<file path="src/hdl/tsc_params.svh">
// constants for the thread spawner and its partner end
// assumes a single 50 MHz clock domain (mclk)
`ifndef TSC_PARAMS_SVH
`define TSC_PARAMS_SVH

`define TSC_CHILD_DEPTH 8
`define TSC_CHILD_PTR_W 3
`define TSC_CHILD_CNT_W 4
`define TSC_CACHE_WAYS 4
`define TSC_DESC_SHIFT 5
`define TSC_IDX_W 6
`define TSC_HANDLE_W 16
`define TSC_ADDR_W 32
`define TSC_DESC_W 32
`define TSC_MAXROOT_W 7
`define TSC_ROOTCNT_W 8

`endif

</file>
<file path="src/hdl/tsc_pkg.sv">
// types shared by the thread spawner, its partner end and the link
// assumes tsc_params.svh is on the include path
`include "tsc_params.svh"

package tsc_pkg;

  typedef logic [`TSC_HANDLE_W-1:0] tsc_handle_t;
  typedef logic [`TSC_IDX_W-1:0]    tsc_idx_t;

  typedef struct packed {
    logic        syncRoot;
    tsc_idx_t    descIdx;
    tsc_handle_t bufPtr;
  } tsc_child_t;

  typedef enum logic [1:0] {
    ST_IDLE  = 2'b00,
    ST_LOOK  = 2'b01,
    ST_FETCH = 2'b10,
    ST_DISP  = 2'b11
  } tsc_state_t;

endpackage

</file>
<file path="src/hdl/tsc_if.sv">
// link between the thread spawner and the outside partner (bus arbiter, front end, L2, dispatcher)
// assumes both ends run on the same mclk
`timescale 1ns/1ns
`default_nettype none
`include "tsc_params.svh"

interface tsc_if;
  logic                     spawnValid;
  tsc_pkg::tsc_child_t      spawnMsg;
  logic                     childPop;
  logic                     rootValid;
  logic                     rootSync;
  tsc_pkg::tsc_idx_t        rootIdx;
  tsc_pkg::tsc_handle_t     rootHandle;
  logic                     rootPop;
  logic                     l2ReqValid;
  logic [`TSC_ADDR_W-1:0]   l2ReqAddr;
  logic                     l2RspValid;
  logic [`TSC_DESC_W-1:0]   l2RspData;
  logic                     dispValid;
  logic                     dispAck;
  logic [`TSC_DESC_W-1:0]   dispKernel;
  tsc_pkg::tsc_handle_t     dispHandle0;
  tsc_pkg::tsc_handle_t     dispHandle1;
  logic                     dispHandle1Valid;
  logic                     dispConstValid;
  tsc_pkg::tsc_handle_t     dispConstHandle;
  logic                     dispR0Valid;
  logic                     dispR0Resume;
  logic                     derefValid;
  tsc_pkg::tsc_handle_t     derefHandle;
  logic                     resDerefValid;
  tsc_pkg::tsc_handle_t     resDerefHandle;
  logic                     rootRetire;

  modport spawner (
    input  spawnValid, spawnMsg, rootValid, rootSync, rootIdx, rootHandle,
           l2RspValid, l2RspData, dispAck, resDerefValid, resDerefHandle, rootRetire,
    output childPop, rootPop, l2ReqValid, l2ReqAddr, dispValid, dispKernel, dispHandle0,
           dispHandle1, dispHandle1Valid, dispConstValid, dispConstHandle, dispR0Valid,
           dispR0Resume, derefValid, derefHandle
  );

  modport partner (
    output spawnValid, spawnMsg, rootValid, rootSync, rootIdx, rootHandle,
           l2RspValid, l2RspData, dispAck, resDerefValid, resDerefHandle, rootRetire,
    input  childPop, rootPop, l2ReqValid, l2ReqAddr, dispValid, dispKernel, dispHandle0,
           dispHandle1, dispHandle1Valid, dispConstValid, dispConstHandle, dispR0Valid,
           dispR0Resume, derefValid, derefHandle
  );
endinterface

`default_nettype wire

</file>
<file path="src/hdl/tsc_spawner.sv">
// thread spawner: child queue, root/child arbitration, descriptor cache, dispatch and dereference
// assumes partner keeps the child queue from overrunning and holds root heads until popped
`timescale 1ns/1ns
`default_nettype none
`include "tsc_params.svh"

module tsc_spawner (
  input  wire logic                      mclk,
  input  wire logic                      rst,
  tsc_if.spawner                         bus,
  input  wire logic                      childrenPresent,
  input  wire logic [`TSC_MAXROOT_W-1:0] maxRoots,
  input  wire logic [`TSC_ADDR_W-1:0]    descBase,
  input  wire logic                      constEn,
  input  wire tsc_pkg::tsc_handle_t      constHandle,
  input  wire logic                      resumeFlag,
  output logic [`TSC_ROOTCNT_W-1:0]      rootCount,
  output logic [`TSC_CHILD_CNT_W-1:0]    childLevel,
  output logic                           busy
);

  tsc_pkg::tsc_child_t         mem [`TSC_CHILD_DEPTH];
  logic [`TSC_CHILD_PTR_W-1:0] wrPtr_q, wrPtr_d, rdPtr_q, rdPtr_d;
  logic [`TSC_CHILD_CNT_W-1:0] cnt_q, cnt_d;
  logic                        push;
  logic                        pop;
  tsc_pkg::tsc_child_t         head;

  tsc_pkg::tsc_state_t         state_q, state_d;
  logic                        jRoot_q, jRoot_d;
  tsc_pkg::tsc_idx_t           jIdx_q, jIdx_d;
  tsc_pkg::tsc_handle_t        jH0_q, jH0_d, jH1_q, jH1_d;
  logic                        jH1v_q, jH1v_d;
  logic                        jConst_q, jConst_d;
  tsc_pkg::tsc_handle_t        jConstH_q, jConstH_d;
  logic                        jResume_q, jResume_d;
  logic [`TSC_DESC_W-1:0]      desc_q, desc_d;
  logic [`TSC_ROOTCNT_W-1:0]   rootCnt_q, rootCnt_d;
  logic                        deref_q, deref_d;
  tsc_pkg::tsc_handle_t        derefH_q, derefH_d;

  logic [`TSC_ADDR_W-1:0]      cTag_q [`TSC_CACHE_WAYS];
  logic [`TSC_DESC_W-1:0]      cData_q [`TSC_CACHE_WAYS];
  logic [`TSC_CACHE_WAYS-1:0]  cValid_q;
  logic [1:0]                  victim_q, victim_d;
  logic                        fill;

  logic [`TSC_ADDR_W-1:0]      lookAddr;
  logic                        hit;
  logic [`TSC_DESC_W-1:0]      hitData;
  logic                        roomRoot;
  logic                        childGo, pairGo, rootGo;
  logic                        rootRun;

  assign head     = mem[rdPtr_q];
  // the partner keeps at most eight in flight, so a push into a full queue cannot occur
  assign push     = bus.spawnValid && cnt_q != `TSC_CHILD_CNT_W'(`TSC_CHILD_DEPTH);
  assign roomRoot = rootCnt_q <= {1'b0, maxRoots};

  // child first; a spawn-root head waits for a synchronized root head
  assign childGo = state_q == tsc_pkg::ST_IDLE && cnt_q != '0 && !head.syncRoot;
  assign pairGo  = state_q == tsc_pkg::ST_IDLE && cnt_q != '0 && head.syncRoot
                   && bus.rootValid && bus.rootSync && roomRoot;
  assign rootGo  = state_q == tsc_pkg::ST_IDLE && !childGo && !pairGo
                   && bus.rootValid && !bus.rootSync && roomRoot;
  assign pop         = childGo || pairGo;
  assign bus.childPop = pop;
  assign bus.rootPop  = pairGo || rootGo;
  assign rootRun      = pairGo || rootGo;

  // equal-sized descriptors: address is base plus scaled index
  assign lookAddr = descBase + (`TSC_ADDR_W'(jIdx_q) << `TSC_DESC_SHIFT);

  always_comb begin
    hit     = 1'b0;
    hitData = '0;
    for (int i = 0; i < `TSC_CACHE_WAYS; i++) begin
      if (cValid_q[i] && cTag_q[i] == lookAddr) begin
        hit     = 1'b1;
        hitData = cData_q[i];
      end
    end
  end

  // one miss outstanding at a time keeps returns in request order
  assign bus.l2ReqValid = state_q == tsc_pkg::ST_FETCH;
  assign bus.l2ReqAddr  = lookAddr;
  assign fill           = state_q == tsc_pkg::ST_FETCH && bus.l2RspValid;

  always_comb begin
    wrPtr_d = wrPtr_q;
    rdPtr_d = rdPtr_q;
    cnt_d   = cnt_q;
    if (push) begin
      wrPtr_d = wrPtr_q + `TSC_CHILD_PTR_W'(1);
    end
    if (pop) begin
      rdPtr_d = rdPtr_q + `TSC_CHILD_PTR_W'(1);
    end
    if (push && !pop) begin
      cnt_d = cnt_q + `TSC_CHILD_CNT_W'(1);
    end else if (pop && !push) begin
      cnt_d = cnt_q - `TSC_CHILD_CNT_W'(1);
    end
  end

  always_ff @(posedge mclk) begin
    if (push) begin
      mem[wrPtr_q] <= bus.spawnMsg;
    end
  end

  always_comb begin
    state_d   = state_q;
    jRoot_d   = jRoot_q;
    jIdx_d    = jIdx_q;
    jH0_d     = jH0_q;
    jH1_d     = jH1_q;
    jH1v_d    = jH1v_q;
    jConst_d  = jConst_q;
    jConstH_d = jConstH_q;
    jResume_d = jResume_q;
    desc_d    = desc_q;
    rootCnt_d = rootCnt_q;
    deref_d   = 1'b0;
    derefH_d  = derefH_q;
    victim_d  = victim_q;
    unique case (state_q)
      tsc_pkg::ST_IDLE: begin
        jConst_d  = constEn;
        jConstH_d = constHandle;
        if (childGo) begin
          state_d   = tsc_pkg::ST_LOOK;
          jRoot_d   = 1'b0;
          jIdx_d    = head.descIdx;
          jH0_d     = head.bufPtr;
          jH1v_d    = 1'b0;
          jResume_d = 1'b0;
        end else if (rootRun) begin
          state_d   = tsc_pkg::ST_LOOK;
          jRoot_d   = 1'b1;
          jIdx_d    = bus.rootIdx;
          jH0_d     = bus.rootHandle;
          // an empty queue's head is unwritten memory, so keep it off the dispatch bus
          jH1_d     = pairGo ? head.bufPtr : '0;
          jH1v_d    = pairGo;
          jResume_d = resumeFlag;
        end
      end
      tsc_pkg::ST_LOOK: begin
        if (hit) begin
          desc_d  = hitData;
          state_d = tsc_pkg::ST_DISP;
        end else begin
          state_d = tsc_pkg::ST_FETCH;
        end
      end
      tsc_pkg::ST_FETCH: begin
        if (bus.l2RspValid) begin
          desc_d   = bus.l2RspData;
          victim_d = victim_q + 2'h1;
          state_d  = tsc_pkg::ST_DISP;
        end
      end
      tsc_pkg::ST_DISP: begin
        // a child leaves nothing behind and its buffer is never freed here
        if (bus.dispAck) begin
          state_d = tsc_pkg::ST_IDLE;
          if (jRoot_q) begin
            rootCnt_d = rootCnt_q + `TSC_ROOTCNT_W'(1);
            if (!childrenPresent) begin
              deref_d  = 1'b1;
              derefH_d = jH0_q;
            end
          end
        end
      end
    endcase
    if (bus.resDerefValid && childrenPresent) begin
      deref_d  = 1'b1;
      derefH_d = bus.resDerefHandle;
    end
    if (bus.rootRetire && rootCnt_d != '0) begin
      rootCnt_d = rootCnt_d - `TSC_ROOTCNT_W'(1);
    end
  end

  always_ff @(posedge mclk or posedge rst) begin
    if (rst) begin
      wrPtr_q   <= '0;
      rdPtr_q   <= '0;
      cnt_q     <= '0;
      state_q   <= tsc_pkg::ST_IDLE;
      jRoot_q   <= 1'b0;
      jIdx_q    <= '0;
      jH0_q     <= '0;
      jH1_q     <= '0;
      jH1v_q    <= 1'b0;
      jConst_q  <= 1'b0;
      jConstH_q <= '0;
      jResume_q <= 1'b0;
      desc_q    <= '0;
      rootCnt_q <= '0;
      deref_q   <= 1'b0;
      derefH_q  <= '0;
      victim_q  <= '0;
    end else begin
      wrPtr_q   <= wrPtr_d;
      rdPtr_q   <= rdPtr_d;
      cnt_q     <= cnt_d;
      state_q   <= state_d;
      jRoot_q   <= jRoot_d;
      jIdx_q    <= jIdx_d;
      jH0_q     <= jH0_d;
      jH1_q     <= jH1_d;
      jH1v_q    <= jH1v_d;
      jConst_q  <= jConst_d;
      jConstH_q <= jConstH_d;
      jResume_q <= jResume_d;
      desc_q    <= desc_d;
      rootCnt_q <= rootCnt_d;
      deref_q   <= deref_d;
      derefH_q  <= derefH_d;
      victim_q  <= victim_d;
    end
  end

  always_ff @(posedge mclk or posedge rst) begin
    if (rst) begin
      cValid_q <= '0;
    end else if (fill) begin
      cValid_q[victim_q] <= 1'b1;
    end
  end

  always_ff @(posedge mclk) begin
    if (fill) begin
      cTag_q[victim_q]  <= lookAddr;
      cData_q[victim_q] <= bus.l2RspData;
    end
  end

  // first-register header only for roots; a child's comes from its parent
  assign bus.dispValid        = state_q == tsc_pkg::ST_DISP;
  assign bus.dispKernel       = desc_q;
  assign bus.dispHandle0      = jH0_q;
  assign bus.dispHandle1      = jH1_q;
  assign bus.dispHandle1Valid = jH1v_q;
  assign bus.dispConstValid   = jConst_q;
  assign bus.dispConstHandle  = jConstH_q;
  assign bus.dispR0Valid      = jRoot_q;
  assign bus.dispR0Resume     = jResume_q;
  assign bus.derefValid       = deref_q;
  assign bus.derefHandle      = derefH_q;
  assign rootCount            = rootCnt_q;
  assign childLevel           = cnt_q;
  assign busy                 = state_q != tsc_pkg::ST_IDLE;

endmodule

`default_nettype wire

</file>
<file path="src/flat_wrapper.sv">
// flat-port wrapper written by rule: the top's interface ports become plain ports
module tsc_spawner_flat 
  (mclk, rst, childrenPresent, maxRoots, descBase, constEn, constHandle, resumeFlag, rootCount, childLevel, busy, bus_spawnValid, bus_spawnMsg, bus_rootValid, bus_rootSync, bus_rootIdx, bus_rootHandle, bus_l2RspValid, bus_l2RspData, bus_dispAck, bus_resDerefValid, bus_resDerefHandle, bus_rootRetire, bus_childPop, bus_rootPop, bus_l2ReqValid, bus_l2ReqAddr, bus_dispValid, bus_dispKernel, bus_dispHandle0, bus_dispHandle1, bus_dispHandle1Valid, bus_dispConstValid, bus_dispConstHandle, bus_dispR0Valid, bus_dispR0Resume, bus_derefValid, bus_derefHandle);
  tsc_if bus_i ();
  input  wire logic mclk;
  input  wire logic rst;
  input  wire logic childrenPresent;
  input  wire logic [`TSC_MAXROOT_W-1:0] maxRoots;
  input  wire logic [`TSC_ADDR_W-1:0] descBase;
  input  wire logic constEn;
  input  wire tsc_pkg::tsc_handle_t constHandle;
  input  wire logic resumeFlag;
  output logic [`TSC_ROOTCNT_W-1:0] rootCount;
  output logic [`TSC_CHILD_CNT_W-1:0] childLevel;
  output logic busy;
  input wire logic [$bits(bus_i.spawnValid)-1:0] bus_spawnValid;
  input wire logic [$bits(bus_i.spawnMsg)-1:0] bus_spawnMsg;
  input wire logic [$bits(bus_i.rootValid)-1:0] bus_rootValid;
  input wire logic [$bits(bus_i.rootSync)-1:0] bus_rootSync;
  input wire logic [$bits(bus_i.rootIdx)-1:0] bus_rootIdx;
  input wire logic [$bits(bus_i.rootHandle)-1:0] bus_rootHandle;
  input wire logic [$bits(bus_i.l2RspValid)-1:0] bus_l2RspValid;
  input wire logic [$bits(bus_i.l2RspData)-1:0] bus_l2RspData;
  input wire logic [$bits(bus_i.dispAck)-1:0] bus_dispAck;
  input wire logic [$bits(bus_i.resDerefValid)-1:0] bus_resDerefValid;
  input wire logic [$bits(bus_i.resDerefHandle)-1:0] bus_resDerefHandle;
  input wire logic [$bits(bus_i.rootRetire)-1:0] bus_rootRetire;
  output wire logic [$bits(bus_i.childPop)-1:0] bus_childPop;
  output wire logic [$bits(bus_i.rootPop)-1:0] bus_rootPop;
  output wire logic [$bits(bus_i.l2ReqValid)-1:0] bus_l2ReqValid;
  output wire logic [$bits(bus_i.l2ReqAddr)-1:0] bus_l2ReqAddr;
  output wire logic [$bits(bus_i.dispValid)-1:0] bus_dispValid;
  output wire logic [$bits(bus_i.dispKernel)-1:0] bus_dispKernel;
  output wire logic [$bits(bus_i.dispHandle0)-1:0] bus_dispHandle0;
  output wire logic [$bits(bus_i.dispHandle1)-1:0] bus_dispHandle1;
  output wire logic [$bits(bus_i.dispHandle1Valid)-1:0] bus_dispHandle1Valid;
  output wire logic [$bits(bus_i.dispConstValid)-1:0] bus_dispConstValid;
  output wire logic [$bits(bus_i.dispConstHandle)-1:0] bus_dispConstHandle;
  output wire logic [$bits(bus_i.dispR0Valid)-1:0] bus_dispR0Valid;
  output wire logic [$bits(bus_i.dispR0Resume)-1:0] bus_dispR0Resume;
  output wire logic [$bits(bus_i.derefValid)-1:0] bus_derefValid;
  output wire logic [$bits(bus_i.derefHandle)-1:0] bus_derefHandle;
  assign bus_i.spawnValid = bus_spawnValid;
  assign bus_i.spawnMsg = bus_spawnMsg;
  assign bus_i.rootValid = bus_rootValid;
  assign bus_i.rootSync = bus_rootSync;
  assign bus_i.rootIdx = bus_rootIdx;
  assign bus_i.rootHandle = bus_rootHandle;
  assign bus_i.l2RspValid = bus_l2RspValid;
  assign bus_i.l2RspData = bus_l2RspData;
  assign bus_i.dispAck = bus_dispAck;
  assign bus_i.resDerefValid = bus_resDerefValid;
  assign bus_i.resDerefHandle = bus_resDerefHandle;
  assign bus_i.rootRetire = bus_rootRetire;
  assign bus_childPop = bus_i.childPop;
  assign bus_rootPop = bus_i.rootPop;
  assign bus_l2ReqValid = bus_i.l2ReqValid;
  assign bus_l2ReqAddr = bus_i.l2ReqAddr;
  assign bus_dispValid = bus_i.dispValid;
  assign bus_dispKernel = bus_i.dispKernel;
  assign bus_dispHandle0 = bus_i.dispHandle0;
  assign bus_dispHandle1 = bus_i.dispHandle1;
  assign bus_dispHandle1Valid = bus_i.dispHandle1Valid;
  assign bus_dispConstValid = bus_i.dispConstValid;
  assign bus_dispConstHandle = bus_i.dispConstHandle;
  assign bus_dispR0Valid = bus_i.dispR0Valid;
  assign bus_dispR0Resume = bus_i.dispR0Resume;
  assign bus_derefValid = bus_i.derefValid;
  assign bus_derefHandle = bus_i.derefHandle;
  tsc_spawner u_core (.mclk(mclk), .rst(rst), .bus(bus_i), .childrenPresent(childrenPresent), .maxRoots(maxRoots), .descBase(descBase), .constEn(constEn), .constHandle(constHandle), .resumeFlag(resumeFlag), .rootCount(rootCount), .childLevel(childLevel), .busy(busy));
endmodule
</file>
<file path="config.mk">
export PLATFORM = sky130hd
export DESIGN_NAME = tsc_spawner_flat
export DESIGN_NICKNAME = d
export VERILOG_FILES = /design/src/hdl/tsc_pkg.sv /design/src/hdl/tsc_if.sv /design/src/hdl/tsc_spawner.sv /design/src/flat_wrapper.sv
export VERILOG_INCLUDE_DIRS = /design/src /design/src/hdl
export SDC_FILE = /design/constraint.sdc
export NUM_CORES = 1
export LEC_CHECK = 0
export BUFFER_PORTS_ARGS = -buffer_cell sky130_fd_sc_hd__buf_2
export CORE_MARGIN = 3
export CORE_UTILIZATION = 59
export DETAILED_ROUTE_END_ITERATION = 10
export HOLD_SLACK_MARGIN = 0.02
export PLACE_DENSITY = 0.85
export SLEW_MARGIN = 5
export SYNTH_ARGS = -nofsm -noshare
export SYNTH_HDL_FRONTEND = slang
export SYNTH_SLANG_ARGS = --single-unit
</file>
<file path="constraint.sdc">
create_clock -name mclk -period 4.6 [get_ports mclk]
set_input_delay 0.23 -clock mclk [delete_from_list [all_inputs] [get_ports mclk]]
set_output_delay 0.23 -clock mclk [all_outputs]
set_load 0.005 [all_outputs]
</file>
==> results of run 1 <==
==> through the flow <==
stage                     instances  instance area, sq um
final                          3031                 32700
after floorplan                1906                 26500
after CTS                      3026                 32600
after detailed placement       2801                 29300
after global routing           3031                 32700
after global placement         2801                 29300
==> synthesized netlist by cell type, types with 15 or more instances <==
| cell | n |
|---|---|
| a21oi_1 | 35 |
| a221o_1 | 18 |
| a221oi_1 | 36 |
| a22oi_1 | 37 |
| and3_1 | 15 |
| buf_2 | 26 |
| clkbuf_1 | 58 |
| dfrtp_1 | 133 |
| edfxtp_1 | 440 |
| ha_1 | 29 |
| inv_1 | 43 |
| mux2_2 | 24 |
| mux2i_1 | 38 |
| mux4_2 | 46 |
| nand2_1 | 92 |
| nand2b_1 | 15 |
| nand3_1 | 29 |
| nand4_1 | 25 |
| nor2_1 | 127 |
| nor2b_1 | 20 |
| nor3_1 | 21 |
| nor4_1 | 19 |
| o21a_1 | 41 |
| o21ai_0 | 82 |
| o21ai_1 | 35 |
| o2bb2ai_2 | 30 |
| xnor2_1 | 85 |
| xor2_1 | 74 |
==> cell type report <==
class                      instances  area share
antenna                            3    0.000229
clock buffer                      69      0.0471
clock inverter                    39      0.0172
inverter                          44     0.00520
multi-input combinational       1178       0.289
sequential                       573       0.506
tap                              592      0.0226
timing repair buffer             533       0.113
==> worst max-delay path, stage by stage, from the launching register on <==
cell and delay, ps:
dfrtp_1 410, ha_1 260, fa_1 470, xor2_1 170, buf_4 190, xor2_1 160, a221o_1 340, nor4_1 450
nand3_1 210, nor4_2 410, nand4b_1 160, or4_1 510, buf_12 220, o21ai_0 250, o21a_1 180, o2bb2ai_1 80
==> kinds of logic (layout without fill, tap and decap cells) <==
kind of cell,Yosys count,after routing,synth area share
compound gates,445,445,0.132
mux,108,108,0.0636
simple gates,431,431,0.0832
xor+xnor,163,163,0.0560
fa+ha+maj,31,31,0.0152
other cells,0,3,0
flops,573,573,0.624
buf+inv,155,685,0.0262
==> sequential cells by signal, summed over array words and instances, names as in the netlist <==
| name | flops |
|---|---|
| u_core.mem | 184 |
| u_core.cData_q | 128 |
| u_core.cTag_q | 128 |
| u_core.bus.dispKernel | 32 |
| u_core.bus.derefHandle | 16 |
| u_core.bus.dispConstHandle | 16 |
| u_core.bus.dispHandle0 | 16 |
| u_core.bus.dispHandle1 | 16 |
| u_core.rootCount | 8 |
| u_core.jIdx_q | 6 |
| u_core.cValid_q | 4 |
| u_core.childLevel | 4 |
| u_core.rdPtr_q | 3 |
| u_core.wrPtr_q | 3 |
| u_core.state_q | 2 |
| u_core.victim_q | 2 |
| u_core.bus.derefValid | 1 |
| u_core.bus.dispConstValid | 1 |
| u_core.bus.dispHandle1Valid | 1 |
| u_core.bus.dispR0Resume | 1 |
| u_core.bus.dispR0Valid | 1 |
==> worst max path at each step <==
stage / end / slack (ps) / cells after the start / startpoint
floorplan: u_core.bus.dispKernel[0]$_DFFE_PP0P_ / 560 / 14 / u_core.jIdx_q[0]$_DFFE_PP0P_
global placement: u_core.bus.dispKernel[5]$_DFFE_PP0P_ / 150 / 17 / u_core.jIdx_q[0]$_DFFE_PP0P_
detailed placement: u_core.bus.dispKernel[27]$_DFFE_PP0P_ / 60 / 16 / u_core.jIdx_q[0]$_DFFE_PP0P_
CTS: u_core.bus.dispKernel[27]$_DFFE_PP0P_ / 4 / 17 / u_core.jIdx_q[0]$_DFFE_PP0P_
global route: u_core.bus.dispKernel[27]$_DFFE_PP0P_ / -40 / 17 / u_core.jIdx_q[0]$_DFFE_PP0P_
finish: u_core.bus.dispKernel[29]$_DFFE_PP0P_ / 20 / 15 / u_core.jIdx_q[0]$_DFFE_PP0P_
==> layout by cell type, fill, tap and decap left out, types with 20 or more instances in the layout <==
master / netlist / final
xor2_1: 74 / 74
clkbuf_16: 0 / 57
buf_4: 14 / 93
o21ai_0: 82 / 82
a21oi_1: 35 / 35
mux2_2: 24 / 24
nand3_1: 29 / 29
ha_1: 29 / 29
inv_1: 43 / 42
buf_2: 26 / 309
o2bb2ai_2: 30 / 30
a22oi_1: 37 / 37
mux2i_1: 38 / 38
nor2_1: 127 / 120
nor2b_1: 20 / 20
o21a_1: 41 / 40
dlygate4sd3_1: 0 / 117
xnor2_1: 85 / 83
nand4_1: 25 / 25
o21ai_1: 35 / 34
a221oi_1: 36 / 33
dfrtp_1: 133 / 131
edfxtp_1: 440 / 440
mux4_2: 46 / 46
nand2_1: 92 / 92
==> what timing repair did <==
item | CTS | global route
buffers inserted | 0 | 2
hold buffers | 117 | 0
pin swaps | 0 | 3
gates resized for setup | 1 | 17
cloned | 0 | 0
hold endpoints to repair | 484 | 0
setup endpoints to repair | 1 | 33
==> power by group <==
| part | switching (mW) | internal (mW) |
|---|---|---|
| Combinational | 3.99 | 2.78 |
| Clock | 2.13 | 3.13 |
| Sequential | 0.794 | 6.69 |
| Total | 6.91 | 12.6 |
==> per-layer routing <==
metal	share of wire	global-route usage	vias up	wire length, um
met1	0.36	0.470	9962	31300
met4	0.054	0.182	0	4740
met3	0.11	0.0823	331	9410
met2	0.48	0.596	1612	42500
met5	0	0	-	0
li1	-	-	8317	-
==> flow_summary.ini, run 1 <==
[outcome]
status = finished clean

[global_routing]
grt_max_degree = 98
grt_pass1_wl_um = 130000
grtUsageTotal = 0.367
antenna_found_initial = 3
first_global_vias = 20500
gr-total-overflow = 0

[power]
cellLeakagePower_nw = 12.3
power_density_mw_per_mm2 = 596
vdd_drop_max_mv = 0.421
fin_total_pwr_mw = 19.5

[worst_setup_path]
critPathMaxFanout = 32
cp_data_required_time_ps = 5130
r2r_start = u_core.jIdx_q[0]$_DFFE_PP0P_
reg2reg_depth = 15
cp.arrival_ps = 5100
worstSetupEndpointType = flip-flop
crit_type = flip-flop to flip-flop
startpoint_type = flip-flop
reg2reg_to = u_core.bus.dispKernel[29]$_DFFE_PP0P_
rrSetupSlack_ps = 20

[layout]
utilization = 0.738
final_nets = 2578
fill_cells = 2700
layout-drive-gt1-share = 0.280
multi_input_area_sq_mm = 0.00946
seq_area_sq_mm = 0.0165
syn2layout_area_growth_pct = 23.5

[synth]
ys_ff_latch = 573
synth_top_area_share = 0.499
syn_area_sq_mm = 0.0265
ys.flop_type = edfxtp_1
synth.avg_cell_area_sq_um = 13.9
synth-edff-count = 440
ys_top_cells_by_area = edfxtp_1 50%, dfrtp_1 13%, mux4_2 3.9%
synth_warnings = 0
synth_fp_nets = 2097
async_flop_share = 0.232
synth_seq_area_share = 0.624
yosysUniqueCellTypes = 95
synthCells = 1906
synth_top_area_cell = edfxtp_1

[timing]
max_freq_ghz = 0.218
rsz0062_at_grt = true
fin_crit_sh = 0.995
hold_violations = 0
fin_crit_ps = 4580
maxSlewViolCount = 0
setup_viol_count_final = 0
max_slew.worst_pin.slew_ps = 1270
max-slew-margin-rel = 0.150
finalSetupTns_ps = 0
skew_ps = 30.6
timing.hold.ws_ps = 106
fin_ws_ps = 23.1

[floorplanning]
dieWidth_um = 218
core-area_sq_mm = 0.0443
rows = 77
io_pins = 310
start_util = 0.598
die_y_um = 218
dieArea_sq_mm = 0.0475

[hold_path]
holdPathEnd = u_core.rootCount[0]$_DFF_PP0_
hp-start = bus_rootRetire
min_path_cells = 3
worstHoldPathType = input pin to flip-flop

[placement]
pre_cts_ws_ps = 64.6
hpwl_um = 52700
port_buffers = 309
globalplace.congestion = 0.974

[clocking]
htreeDepth = 2
clkTransAtPathRegs_ps = 70
numCtsBuffers = 57
clock-sinks = 573
clk_latency_ps = 640
clockBufferDepth = 3
cts_root_buf = clkbuf_16
tritoncts = yes

[route]
drt-initial-drc-count = 2819
avgRoutedWirePerCell_um = 29.0
routed-via-count = 20200
routed_wl_um = 87900
ant_nets = 0
viasPerCell = 6.67
drt_first_pass_iters = 6
drc = 0

[run]
cap_violations = 0
(Power assumes the default switching activity.)
==> run 2, diff against run 1 <==
--- a/config.mk
+++ b/config.mk
@@ -10,6 +10,7 @@
 export CORE_MARGIN = 3
 export CORE_UTILIZATION = 59
 export DETAILED_ROUTE_END_ITERATION = 10
+export GPL_TIMING_DRIVEN = 0
 export HOLD_SLACK_MARGIN = 0.02
 export PLACE_DENSITY = 0.85
 export SLEW_MARGIN = 5
==> flow_summary.ini, run 2 (same netlist as run 1, synthesis figures left out) <==
[route]
routed_wl_um = 83400
avgRoutedWirePerCell_um = 27.2
viasPerCell = 6.51
drt-initial-drc-count = 2756
ant_nets = 0
drc = 0
routed-via-count = 19900
drt_first_pass_iters = 8

[placement]
globalplace.congestion = 0.977
port_buffers = 304
pre_cts_ws_ps = -1120
hpwl_um = 54300

[worst_setup_path]
rrSetupSlack_ps = 40
reg2reg_depth = 15
cp_data_required_time_ps = 5140
startpoint_type = flip-flop
critPathMaxFanout = 10
cp.arrival_ps = 5100
worstSetupEndpointType = flip-flop
cpPeakStageDelay_ps = 690
worstPathCellList = ha_2 > fa_2 > xor2_1 > nor4_1 > nand4_1 > nor4_2 > nand3_1 > nor4_2 > nand3_1 > nor4_4 > buf_4 > buf_2 > a221oi_1 > o21a_1 > o2bb2ai_2
crit_type = flip-flop to flip-flop
path_depth = 15
cp_top_family = simple AND/OR/NAND/NOR gates
crit_path_top_delay_cell = fa_2
path_buf_inv = 2

[outcome]
status = finished clean

[clocking]
cts_root_buf = clkbuf_16
numCtsBuffers = 56
clk_latency_ps = 620
clock-sinks = 573
clockBufferDepth = 3
htreeDepth = 2
clkTransAtPathRegs_ps = 80
tritoncts = yes

[layout]
syn2layout_area_growth_pct = 24.2
reg_top3 = u_core.mem x184, u_core.cData_q x128, u_core.cTag_q x128
regMostFlops = u_core.mem
utilization = 0.743
mostFrequentLayoutCell = edfxtp_1
final_nets = 2613
largest_reg_flops = 184
layout-drive-gt1-share = 0.280
final_cell_mix = 440 x edfxtp_1, 329 x buf_2, 133 x dfrtp_1, 119 x nor2_1, 117 x dlygate4sd3_1

[global_routing]
antenna_found_initial = 1
grtUsageTotal = 0.347
first_global_vias = 20100
grt_pass1_wl_um = 124000
grt_max_degree = 77
gr-total-overflow = 0

[floorplanning]
die_y_um = 218
start_util = 0.598
io_pins = 310
dieArea_sq_mm = 0.0475
rows = 77
dieWidth_um = 218
core-area_sq_mm = 0.0443

[run]
cap_violations = 0

[timing]
max_freq_ghz = 0.219
finalSetupTns_ps = 0
hold_violations = 0
skew_ps = 26.2
fin_crit_sh = 0.991
timing.hold.ws_ps = 80.2
fin_crit_ps = 4560
setup_viol_count_final = 0
max-slew-margin-rel = 0.151
max_slew.worst_pin.slew_ps = 1270
fin_ws_ps = 41.8
maxSlewViolCount = 0

[power]
vdd_drop_max_mv = 0.450
cellLeakagePower_nw = 12.2
power_density_mw_per_mm2 = 577
fin_total_pwr_mw = 19.0

[hold_path]
worstHoldPathType = input pin to flip-flop
min_path_cells = 4
[run 2: cell count changes in the layout (fill, tap and decap cells not counted), moves of 9 or more]
cell,change
a221oi_1,-10
a221oi_2,+9
buf_12,-9
buf_2,+20
buf_4,-49
clkbuf_1,+45
[run 2: what timing repair did]
item / in CTS / in global routing
endpoints found under the hold margin: 445 / 0
setup buffers: 9 / 19
endpoints found under the setup margin: 33 / 44
hold buffers: 117 / 0
pin swaps: 6 / 17
gates resized for setup: 48 / 65
gates cloned: 0 / 1
[run 2: layout make-up]
class	instances	area, sq um
Clock inverter	33	397
Inverter	44	170
Timing Repair Buffer	458	3070
Tap cell	592	741
Multi-Input combinational cell	1179	9800
Clock buffer	72	1590
Antenna cell	2	5.00
Sequential cell	573	16500
Buffer	110	592
Fill cell	2653	11400
[run 2: final timing paths]
kind | startpoint | endpoint
min in group asynchronous | rst | u_core.bus.derefHandle[3]$_DFFE_PP0P_
max in group asynchronous | rst | u_core.bus.dispKernel[25]$_DFFE_PP0P_
setup / recovery | u_core.jIdx_q[0]$_DFFE_PP0P_ | u_core.bus.dispKernel[31]$_DFFE_PP0P_
hold / removal | childrenPresent | u_core.bus.derefHandle[7]$_DFFE_PP0P_
setup reg to reg | u_core.jIdx_q[0]$_DFFE_PP0P_ | u_core.bus.dispKernel[31]$_DFFE_PP0P_
hold reg to reg | u_core.cValid_q[0]$_DFFE_PP0P_ | u_core.cValid_q[0]$_DFFE_PP0P_
[run 2: where the power goes]
group          internal [mW]  total (mW)  switching [mW]
logic                   2.75        6.73            3.98
clock network           2.86        4.92            2.06
registers               6.68        7.34           0.656
total                   12.3        19.0            6.70
[run 2: per-layer routing]
layer  GRT usage  wire length, um  share of wire  vias to the layer above
met5           0                0              0                        -
met4       0.165             4280          0.051                        0
met3      0.0645             7940          0.095                      286
met2       0.560            40500           0.49                     1415
met1       0.460            30700           0.37                     9833
li1            -                -              -                     8398
[run 2: metrics by stage]
step	std cells	area (sq um)
floorplan	1906	26500
global placement	2802	28800
detailed placement	2811	29000
CTS	3042	32500
global route	3062	32900
finish	3063	32900
[run 2: tightest hold or removal path, stage by stage]
cell and delay (ps):
buf_2 100, o21ai_1 160, nor2_1 130, a21oi_1 50
